$ cat config.mk
export PLATFORM = sky130hd
export DESIGN_NAME = sllms_top
export DESIGN_NICKNAME = d
export VERILOG_FILES = /design/src/rtl/sllms_xbar.v /design/src/rtl/sllms_descr.v /design/src/rtl/sllms_top.v
export VERILOG_INCLUDE_DIRS = /design/src /design/src/rtl
export SDC_FILE = /design/constraint.sdc
export NUM_CORES = 2
export LEC_CHECK = 0
export BUFFER_PORTS_ARGS = -buffer_cell sky130_fd_sc_hd__clkbuf_2
export CAP_MARGIN = 5
export CELL_PAD_IN_SITES_DETAIL_PLACEMENT = 2
export CELL_PAD_IN_SITES_GLOBAL_PLACEMENT = 2
export CORE_AREA = 5 5 385 273
export CTS_BUF_LIST = sky130_fd_sc_hd__clkbuf_4
export DETAILED_ROUTE_END_ITERATION = 10
export DIE_AREA = 0 0 390 278
export PLACE_DENSITY_LB_ADDON = 0.15
export SYNTH_ARGS = -nofsm -noshare
export SYNTH_HDL_FRONTEND = slang
export SYNTH_SLANG_ARGS = --single-unit
$ cat constraint.sdc
create_clock -name CLK -period 9.3 [get_ports CLK]
set_clock_uncertainty 0.2 [all_clocks]
set_input_delay 1.86 -clock CLK [delete_from_list [all_inputs] [get_ports CLK]]
set_output_delay 1.86 -clock CLK [all_outputs]
set_load 0.01 [all_outputs]
$ cat src/rtl/sllms_defs.vh
// Purpose: Shared offsets, field positions, reset values and limits for the lane map and sync block.
// Assumes: Register offsets are byte addresses on the documented 12-bit register port.
// Notes: Every value used by more than one place lives here and only here.
// Behaviour
// - Link enable field: 1 enables link 0 alone, 3 enables both links.
// - Status link select bit chooses link 0 or link 1 status readback.
// - Measured latency counts processing clocks, wraps to zero at the multiframe boundary.
// - Variable window above 10 processing clocks is unsupported and flagged.
// - Eight three-bit lane source fields, two per register, at 0x308 to 0x30B.
// - Reset maps logical lane y to physical lane y; writing x selects lane x.
// - Lanes form one or two links sharing one SYSREF and one clock.
// - Lanes are descrambled in the link layer then passed as deframed words.
// - Single link uses sync output 0 for all lanes; dual uses both.
// - Any unsynchronised lane of a link raises that link's sync request.
// - Lane rate must stay between 1.44 and 12.4 Gbps; violations are flagged.
// - Single link supports modes 0 to 7, 9 and 10.
// - Dual link supports modes 4 to 7, 9 and 10 on each link.
// - The block clock is the processing clock, one fortieth of lane rate.
// - Two-link mode bit selects one link or two independent links.
`ifndef SLLMS_DEFS_VH
`define SLLMS_DEFS_VH

`define SLLMS_ADDR_LINK_CTRL   12'h300
`define SLLMS_ADDR_SUBCLASS    12'h301
`define SLLMS_ADDR_LAT0        12'h302
`define SLLMS_ADDR_LAT1        12'h303
`define SLLMS_ADDR_STATUS      12'h304
`define SLLMS_ADDR_MAP_A       12'h308
`define SLLMS_ADDR_MAP_B       12'h309
`define SLLMS_ADDR_MAP_C       12'h30A
`define SLLMS_ADDR_MAP_D       12'h30B
`define SLLMS_ADDR_PCPMF       12'h30D
`define SLLMS_ADDR_VARWIN      12'h30E
`define SLLMS_ADDR_RELDEL      12'h30F
`define SLLMS_ADDR_MODE        12'h310
`define SLLMS_ADDR_RATE_LO     12'h311
`define SLLMS_ADDR_RATE_HI     12'h312

`define SLLMS_CTRL_TWO_LINK    3
`define SLLMS_CTRL_STAT_SEL    2
`define SLLMS_MODE_SCRAMBLE    7

`define SLLMS_RST_LINK_CTRL    4'h0
`define SLLMS_RST_PCPMF        6'h20
`define SLLMS_RST_VARWIN       4'h0
`define SLLMS_RST_RELDEL       5'h00
`define SLLMS_RST_MODE         4'h0
`define SLLMS_RST_RATE         11'h3E8

`define SLLMS_MAX_VARWIN       4'hA
`define SLLMS_RATE_MIN_10M     11'h090
`define SLLMS_RATE_MAX_10M     11'h4D8
`define SLLMS_INVALID_MODE     4'h8
`define SLLMS_LAST_MODE        4'hA
`define SLLMS_FIRST_DUAL_MODE  4'h4

`endif

$ cat src/rtl/sllms_xbar.v
// Purpose: Maps eight physical lanes onto eight logical deframer lanes.
// Assumes: Lane words and lane flags arrive on the processing clock.
// Notes: Output is registered, so a changed select acts one cycle later.
`timescale 1ns/1ps
module sllms_xbar
(
	input  wire         clk,
	input  wire         rst,
	input  wire [255:0] phys_data,
	input  wire [7:0]   phys_synced,
	input  wire [7:0]   phys_mf,
	input  wire [23:0]  lane_source_select,
	output reg  [255:0] log_data,
	output reg  [7:0]   log_synced,
	output reg  [7:0]   log_mf
);

	genvar y;
	generate
		for (y = 0; y < 8; y = y + 1)
		begin : g_lane
			wire [2:0] src = lane_source_select[3*y +: 3];
			always @(posedge clk)
			begin
				if (rst)
				begin
					log_data[32*y +: 32] <= 32'h0000_0000;
					log_synced[y]        <= 1'b0;
					log_mf[y]            <= 1'b0;
				end
				else
				begin
					log_data[32*y +: 32] <= phys_data[32*src +: 32];
					log_synced[y]        <= phys_synced[src];
					log_mf[y]            <= phys_mf[src];
				end
			end
		end
	endgenerate

endmodule // sllms_xbar

$ cat src/rtl/sllms_descr.v
// Purpose: Self-synchronous descrambler, 1 + x^14 + x^15, for one 32-bit lane word.
// Assumes: Bit 31 is the earliest bit on the wire.
// Notes: History follows received bits, so a bad word corrupts at most two words.
`timescale 1ns/1ps
module sllms_descr
(
	input  wire        clk,
	input  wire        rst,
	input  wire        scramble_on,
	input  wire        lane_active,
	input  wire [31:0] din,
	output reg  [31:0] dout,
	output reg         dvalid
);

	reg  [14:0] hist_q;
	reg  [31:0] plain;
	wire [46:0] seq = {hist_q, din};
	integer     j;

	// Each output bit undoes the taps fourteen and fifteen bits earlier.
	always @*
	begin
		plain = 32'h0000_0000;
		for (j = 0; j < 32; j = j + 1)
			plain[j] = seq[j] ^ seq[j+14] ^ seq[j+15];
	end

	always @(posedge clk)
	begin
		if (rst)
		begin
			hist_q <= 15'h0000;
			dout   <= 32'h0000_0000;
			dvalid <= 1'b0;
		end
		else
		begin
			hist_q <= din[14:0];
			dout   <= scramble_on ? plain : din;
			dvalid <= lane_active;
		end
	end

endmodule // sllms_descr

$ cat src/rtl/sllms_top.v
// Purpose: Lane crossbar, link grouping, sync requests and latency readback for an 8-lane receiver.
// Assumes: CLK is the processing clock; lane words and flags are already on it.
// Notes: SYSREF is a pin and is synchronised before use.
`timescale 1ns/1ps
`include "sllms_defs.vh"
module sllms_top
(
	input  wire         CLK,
	input  wire         RST,
	input  wire [11:0]  REG_ADDR,
	input  wire [7:0]   REG_WDATA,
	input  wire         REG_WR,
	input  wire         REG_RD,
	output reg  [7:0]   REG_RDATA,
	output reg          REG_RVALID,
	input  wire [255:0] SERIAL_LANE_INPUT,
	input  wire [7:0]   LANE_SYNCED,
	input  wire [7:0]   LANE_MF_START,
	input  wire         SYSREF,
	output reg          LINK0_SYNC_REQUEST_OUT_N,
	output reg          LINK1_SYNC_REQUEST_OUT_N,
	output wire [255:0] DEFRAMED_DATA,
	output wire [7:0]   DEFRAMED_VALID,
	output reg          MF_RELEASE
);

	reg  [3:0]   link_ctrl_q;
	reg          subclass_q;
	reg  [23:0]  lane_source_select_q;
	reg  [5:0]   pcpmf_q;
	reg  [3:0]   varwin_q;
	reg  [4:0]   reldel_q;
	reg  [3:0]   mode_q;
	reg          scramble_q;
	reg  [10:0]  rate_q;
	reg  [5:0]   lmfc_q;
	reg  [2:0]   sysref_q;
	reg  [5:0]   lat_q [0:1];
	reg  [7:0]   seen_q [0:1];
	reg          done_q [0:1];
	reg          lat_valid_q [0:1];
	reg  [7:0]   rdata_d;
	reg  [3:0]   lanes_per_link;
	reg          mode_ok;
	wire [255:0] log_data;
	wire [7:0]   log_synced;
	wire [7:0]   log_mf;
	wire [1:0]   link_enable_mask   = link_ctrl_q[1:0];
	wire         status_link_select = link_ctrl_q[`SLLMS_CTRL_STAT_SEL];
	wire         two_link_mode      = link_ctrl_q[`SLLMS_CTRL_TWO_LINK];
	wire [7:0]   lane_run;
	wire [7:0]   member0;
	wire [7:0]   member1;
	wire         link0_on;
	wire         link1_on;
	wire         req0;
	wire         req1;
	wire         sysref_edge;
	wire         mf_wrap;
	wire         win_bad;
	wire         rate_bad;
	wire [7:0]   status_byte;
	wire         sel_synced;
	wire         sel_req;

	// Lane count per mode; mode 8 and modes above 10 give zero lanes.
	always @*
	begin
		case (mode_q)
			4'h0:    lanes_per_link = 4'h8;
			4'h1:    lanes_per_link = 4'h8;
			4'h2:    lanes_per_link = 4'h4;
			4'h3:    lanes_per_link = 4'h2;
			4'h4:    lanes_per_link = 4'h4;
			4'h5:    lanes_per_link = 4'h4;
			4'h6:    lanes_per_link = 4'h2;
			4'h7:    lanes_per_link = 4'h1;
			4'h9:    lanes_per_link = 4'h2;
			4'hA:    lanes_per_link = 4'h1;
			default: lanes_per_link = 4'h0;
		endcase
	end

	always @*
	begin
		mode_ok = (mode_q != `SLLMS_INVALID_MODE) && (mode_q <= `SLLMS_LAST_MODE);
		if (two_link_mode && (mode_q < `SLLMS_FIRST_DUAL_MODE))
			mode_ok = 1'b0;
	end

	// one or two links
	// In two-link mode link 1 owns lanes 4 up, else none; dual modes never exceed four lanes.
	assign member0 = mode_ok ? (8'hFF >> (4'h8 - lanes_per_link)) : 8'h00;
	assign member1 = two_link_mode ? {member0[3:0], 4'h0} : 8'h00;

	assign link0_on = link_enable_mask[0];
	assign link1_on = two_link_mode & link_enable_mask[1];

	// lane loss request
	// A disabled link or an illegal mode also keeps the request up.
	assign req0 = ~link0_on | ~mode_ok | ~(&(log_synced | ~member0));
	assign req1 = ~link1_on | ~mode_ok | ~(&(log_synced | ~member1));

	// transmitter holds sync characters while low
	always @(posedge CLK)
	begin
		if (RST)
		begin
			LINK0_SYNC_REQUEST_OUT_N <= 1'b0;
			LINK1_SYNC_REQUEST_OUT_N <= 1'b1;
		end
		else
		begin
			LINK0_SYNC_REQUEST_OUT_N <= ~req0;
			LINK1_SYNC_REQUEST_OUT_N <= two_link_mode ? ~req1 : 1'b1;
		end
	end

	// shared SYSREF synchroniser; stage two feeds the edge detector.
	always @(posedge CLK)
	begin
		if (RST)
			sysref_q <= 3'h0;
		else
			sysref_q <= {sysref_q[1:0], SYSREF};
	end
	assign sysref_edge = sysref_q[1] & ~sysref_q[2];

	// wrap at multiframe
	// Subclass 0 runs free, so its phase is only internally consistent.
	assign mf_wrap = (lmfc_q >= pcpmf_q - 6'h01);
	always @(posedge CLK)
	begin
		if (RST)
			lmfc_q <= 6'h00;
		else if (subclass_q && sysref_edge)
			lmfc_q <= 6'h00;
		else if (mf_wrap)
			lmfc_q <= 6'h00;
		else
			lmfc_q <= lmfc_q + 6'h01;
	end

	// Release strobe at the programmed delay into each multiframe.
	always @(posedge CLK)
	begin
		if (RST)
			MF_RELEASE <= 1'b0;
		else
			MF_RELEASE <= ({1'b0, reldel_q} == lmfc_q);
	end

	// latency capture
	// The count is latched when the last member lane reports its boundary.
	genvar k;
	generate
		for (k = 0; k < 2; k = k + 1)
		begin : g_link
			wire [7:0] mem  = (k == 0) ? member0 : member1;
			wire [7:0] seen = (mf_wrap ? 8'h00 : seen_q[k]) | (log_mf & mem);
			wire       full = (mem != 8'h00) && ((seen & mem) == mem);
			always @(posedge CLK)
			begin
				if (RST)
				begin
					seen_q[k]      <= 8'h00;
					done_q[k]      <= 1'b0;
					lat_q[k]       <= 6'h00;
					lat_valid_q[k] <= 1'b0;
				end
				else
				begin
					seen_q[k] <= seen;
					done_q[k] <= full & ~(mf_wrap & ~(|(log_mf & mem)));
					if (full && (!done_q[k] || mf_wrap))
					begin
						lat_q[k]       <= lmfc_q;
						lat_valid_q[k] <= 1'b1;
					end
				end
			end
		end
	endgenerate

	assign win_bad  = (varwin_q > `SLLMS_MAX_VARWIN);
	assign rate_bad = (rate_q < `SLLMS_RATE_MIN_10M) || (rate_q > `SLLMS_RATE_MAX_10M);

	assign sel_synced  = status_link_select ? ~req1 : ~req0;
	assign sel_req     = status_link_select ? req1 : req0;
	assign status_byte = {2'b00, rate_bad, win_bad, ~mode_ok,
		lat_valid_q[status_link_select], sel_req, sel_synced};

	// Register writes; values are software's to choose.
	always @(posedge CLK)
	begin
		if (RST)
		begin
			link_ctrl_q          <= `SLLMS_RST_LINK_CTRL;
			subclass_q           <= 1'b0;
			lane_source_select_q <= {3'd7, 3'd6, 3'd5, 3'd4, 3'd3, 3'd2, 3'd1, 3'd0};
			pcpmf_q              <= `SLLMS_RST_PCPMF;
			varwin_q             <= `SLLMS_RST_VARWIN;
			reldel_q             <= `SLLMS_RST_RELDEL;
			mode_q               <= `SLLMS_RST_MODE;
			scramble_q           <= 1'b0;
			rate_q               <= `SLLMS_RST_RATE;
		end
		else if (REG_WR)
		begin
			case (REG_ADDR)
				`SLLMS_ADDR_LINK_CTRL: link_ctrl_q <= REG_WDATA[3:0];
				`SLLMS_ADDR_SUBCLASS:  subclass_q <= REG_WDATA[0];
				`SLLMS_ADDR_MAP_A:     lane_source_select_q[5:0] <= REG_WDATA[5:0];
				`SLLMS_ADDR_MAP_B:     lane_source_select_q[11:6] <= REG_WDATA[5:0];
				`SLLMS_ADDR_MAP_C:     lane_source_select_q[17:12] <= REG_WDATA[5:0];
				`SLLMS_ADDR_MAP_D:     lane_source_select_q[23:18] <= REG_WDATA[5:0];
				`SLLMS_ADDR_PCPMF:     pcpmf_q <= REG_WDATA[5:0];
				`SLLMS_ADDR_VARWIN:    varwin_q <= REG_WDATA[3:0];
				`SLLMS_ADDR_RELDEL:    reldel_q <= REG_WDATA[4:0];
				`SLLMS_ADDR_MODE:
				begin
					mode_q     <= REG_WDATA[3:0];
					scramble_q <= REG_WDATA[`SLLMS_MODE_SCRAMBLE];
				end
				`SLLMS_ADDR_RATE_LO:   rate_q[7:0] <= REG_WDATA;
				`SLLMS_ADDR_RATE_HI:   rate_q[10:8] <= REG_WDATA[2:0];
				default:               ;
			endcase
		end
	end

	// Read mux; unmapped offsets read zero.
	always @*
	begin
		case (REG_ADDR)
			`SLLMS_ADDR_LINK_CTRL: rdata_d = {4'h0, link_ctrl_q};
			`SLLMS_ADDR_SUBCLASS:  rdata_d = {7'h00, subclass_q};
			`SLLMS_ADDR_LAT0:      rdata_d = {2'b00, lat_q[0]};
			`SLLMS_ADDR_LAT1:      rdata_d = {2'b00, lat_q[1]};
			`SLLMS_ADDR_STATUS:    rdata_d = status_byte;
			`SLLMS_ADDR_MAP_A:     rdata_d = {2'b00, lane_source_select_q[5:0]};
			`SLLMS_ADDR_MAP_B:     rdata_d = {2'b00, lane_source_select_q[11:6]};
			`SLLMS_ADDR_MAP_C:     rdata_d = {2'b00, lane_source_select_q[17:12]};
			`SLLMS_ADDR_MAP_D:     rdata_d = {2'b00, lane_source_select_q[23:18]};
			`SLLMS_ADDR_PCPMF:     rdata_d = {2'b00, pcpmf_q};
			`SLLMS_ADDR_VARWIN:    rdata_d = {4'h0, varwin_q};
			`SLLMS_ADDR_RELDEL:    rdata_d = {3'b000, reldel_q};
			`SLLMS_ADDR_MODE:      rdata_d = {scramble_q, 3'b000, mode_q};
			`SLLMS_ADDR_RATE_LO:   rdata_d = rate_q[7:0];
			`SLLMS_ADDR_RATE_HI:   rdata_d = {5'h00, rate_q[10:8]};
			default:               rdata_d = 8'h00;
		endcase
	end

	// Read data is registered one cycle after the strobe.
	always @(posedge CLK)
	begin
		if (RST)
		begin
			REG_RDATA  <= 8'h00;
			REG_RVALID <= 1'b0;
		end
		else
		begin
			REG_RDATA  <= REG_RD ? rdata_d : 8'h00;
			REG_RVALID <= REG_RD;
		end
	end

	sllms_xbar u_xbar
	(
		.clk                (CLK),
		.rst                (RST),
		.phys_data          (SERIAL_LANE_INPUT),
		.phys_synced        (LANE_SYNCED),
		.phys_mf            (LANE_MF_START),
		.lane_source_select (lane_source_select_q),
		.log_data           (log_data),
		.log_synced         (log_synced),
		.log_mf             (log_mf)
	);

	// A lane delivers data only while its link is up and not resynchronising.
	assign lane_run = (member0 & {8{~req0}}) | (member1 & {8{~req1}});

	// descramble then deframe per logical lane
	genvar y;
	generate
		for (y = 0; y < 8; y = y + 1)
		begin : g_descr
			sllms_descr u_descr
			(
				.clk         (CLK),
				.rst         (RST),
				.scramble_on (scramble_q),
				.lane_active (lane_run[y]),
				.din         (log_data[32*y +: 32]),
				.dout        (DEFRAMED_DATA[32*y +: 32]),
				.dvalid      (DEFRAMED_VALID[y])
			);
		end
	endgenerate

endmodule // sllms_top

==> flow_metrics.py <==
metrics = {
    "status": {
        "outcome": "finished, final reports clean",
    },
    "route": {
        "num_vias": 35515,
        "first_pass_iters": 6,
        "drt-initial-drc-count": 4179,
        "via_per_inst": 6.08,
        "wl_per_cell_um": 33.3,
        "routed_wirelength_um": 194000,
        "drtAntennaViolNets": 0,
        "drc_errors": 0,
    },
    "clock_network": {
        "cts_buffers": 197,
        "cts_resized": 0,
        "clockRootBuffer": "clkbuf_4",
        "hold_buffers": 0,
        "ctsHtreeMaxLevel": 4,
        "clock-sinks": 770,
        "clk_path_buf_depth": 3,
        "cts_setup_buffers": 0,
        "cts_tree": "yes",
        "path_clk_slew_ns": 0.06,
        "worstSkewPairLatency_ns": 1.20,
    },
    "synth": {
        "synthTopCellsByArea": "dfxtp_1, mux4_2, xor2_1",
        "synth_top_area_share_pct": 35.1,
        "ys_dominant_reg_cell": "dfxtp_1",
        "syn-instance-count": 3803,
        "syn_area_um2": 43100,
        "synth-seq-area-share_pct": 36.0,
        "yosys_warnings": 0,
        "synth_seq_cells": 770,
        "synthArstFlopShare_pct": 0,
        "syn_nets": 4112,
        "synth_edf_count": 13,
        "syn_avg_cell_area_um2": 11.3,
        "synth_cell_types": 75,
        "synth_top_cell_by_area": "dfxtp_1",
    },
    "critical_path": {
        "critPathKind": "flop to flop",
        "path_max_fanout": 18,
        "cp.arrival_ns": 4.89,
        "crit_top_cell": "ha_1",
        "timing.rr.start": "pcpmf_q[0]",
        "start_kind": "flop",
        "worstSetupEndpointType": "flop",
        "cpMaxStageDelayCell": "o31ai_2",
        "cp.depth": 10,
        "crit_path_end": "lat_q[0][3]",
        "r2r_setup_slack_ns": 4.99,
        "r2r-end": "lat_q[0][3]",
        "rr_worst_depth": 10,
        "path_cells": "inv_1, ha_1, xnor2_1, ha_1, a21o_1, a31oi_2, o21a_1, a221o_1, nand3_1, o31ai_2",
        "worstSetupStartpoint": "pcpmf_q[0]",
        "path_delay_family": "compound AO/OA/AOI/OAI gates",
        "slowest_delay_ns": 0.83,
        "crit_buf_inv": 1,
        "required_ns": 9.87,
    },
    "sta": {
        "fmax_mhz": 232,
        "setup_viol": 0,
        "period_share_pct": 46.4,
        "hold_ws_ns": 0.250,
        "layout_min_cycle_time_ns": 4.31,
        "grt_setup_unrepaired": "no",
        "finalHoldViolCount": 0,
        "finalMaxSlewViolations": 0,
        "tns_ns": 0,
        "slew_headroom_pct": 15.3,
        "tightestPinTransition_ns": 1.23,
        "worst_slack_ns": 4.99,
    },
    "floorplan": {
        "die_y_um": 278,
        "core.rowCount": 98,
        "core_area_um2": 101000,
        "ios": 573,
        "dieArea_um2": 108000,
        "die_w_um": 390,
        "start_util_pct": 42.6,
    },
    "placed_design": {
        "portBuffers": 572,
        "detailedPlace.worstSlack_ns": 4.77,
        "routabilityCongestion": 0.934,
        "dp_hpwl_um": 141000,
    },
    "global_route": {
        "grt_pass1_wl_um": 272000,
        "track_usage_pct": 34.7,
        "grt_max_degree": 210,
        "grt_pass1_vias": 37283,
        "globalRouteOverflowTotal": 0,
        "antenna_found_initial": 80,
    },
    "pwr": {
        "p_leak_uw": 0.0208,
        "total_power_uw": 7520,
        "power.density_nw_per_um2": 152,
        "vdd_drop_max_uv": 90.5,
    },
    "final_layout": {
        "drive_above_1_share_pct": 33.9,
        "syn2layout_area_growth_pct": 14.5,
        "final_nets": 4612,
        "final_common_cell": "dfxtp_1",
        "final_cell_mix": "dfxtp_1, nor2_1, clkbuf_2",
        "fillers": 10431,
    },
    "min_path": {
        "hold_class": "flop to flop",
    },
    "run": {
        "drv_cap": 0,
    },
}
[metal layers]
| metal | GRT usage, % | vias to the layer above | share of wire [%] |
|---|---|---|---|
| met5 | 1.21 | - | 0.25 |
| met4 | 15.9 | 50 | 4.1 |
| met3 | 15.4 | 415 | 13 |
| met2 | 51.5 | 2101 | 44 |
| met1 | 43.6 | 18244 | 38 |
| li1 | - | 14705 | - |
[how the worst min path moves through the flow]
stage                            from           to  slack, ns  depth (start not counted)
after floorplan           sysref_q[0]  sysref_q[1]       0.21                          1
after global placement    sysref_q[0]  sysref_q[1]       0.24                          1
after detailed placement  sysref_q[0]  sysref_q[1]       0.25                          1
after CTS                 sysref_q[0]  sysref_q[1]       0.26                          1
after global routing      sysref_q[0]  sysref_q[1]       0.27                          1
final                     sysref_q[0]  sysref_q[1]       0.25                          1
[through the flow]
stage                     utilization [%]  cell area, um2  cells
after CTS                            48.7           49300   5793
after global placement               46.3           46800   5454
final                                48.8           49400   5844
after global routing                 48.8           49400   5833
after floorplan                         -           43100   3803
after detailed placement             46.3           46800   5454
[registers in the layout, summed over array words and instances, names as in the netlist, 11 cells and up, named ones only]
signal	count
g_descr.u_descr.dout	256
u_xbar.log_data	256
g_descr.u_descr.hist_q	120
lane_source_select_q	24
lat_q	12
seen_q	12
rate_q	11
[cells by family after synthesis]
group / share of synthesized area, %
AOI/OAI and AO/OA: 2.02
xor gates and xnor gates: 10.7
adders and majority gates: 0.348
buffers and inverters: 3.15
DFF: 36.0
muxes: 36.3
and+or+nand+nor: 11.4
[cell usage after synthesis, types with 5 or more instances]
cell	count
a21oi_1	29
a22oi_1	10
a31oi_1	9
a32oi_1	6
buf_1	30
buf_2	56
buf_4	8
clkbuf_1	210
dfxtp_1	757
edfxtp_1	13
ha_1	12
inv_1	25
mux2i_1	336
mux4_2	544
nand2_1	311
nand2b_1	6
nand3_1	34
nand3b_1	5
nand4_1	9
nor2_1	614
nor2_2	6
nor2b_1	129
nor3_1	11
o21ai_0	13
o31ai_1	7
xnor2_1	12
xor2_1	516
[cell type report]
class                           instances  area (um2)  area share, %
Timing Repair Buffer                  607        3160           6.40
Tap cell                             1350        1690           3.42
Inverter                               25        93.8          0.190
Clock inverter                         56         330          0.669
Antenna cell                           51         128          0.258
Multi-Input combinational cell       2702       26200           53.1
Clock buffer                          283        2120           4.30
Sequential cell                       770       15600           31.6
[report_power, final]
group | total [uW] | switching [uW] | internal (uW)
clock network | 3020 | 1540 | 1480
logic | 882 | 501 | 381
registers | 3620 | 177 | 3440
No activity file was read; power rests on OpenSTA's default activity.
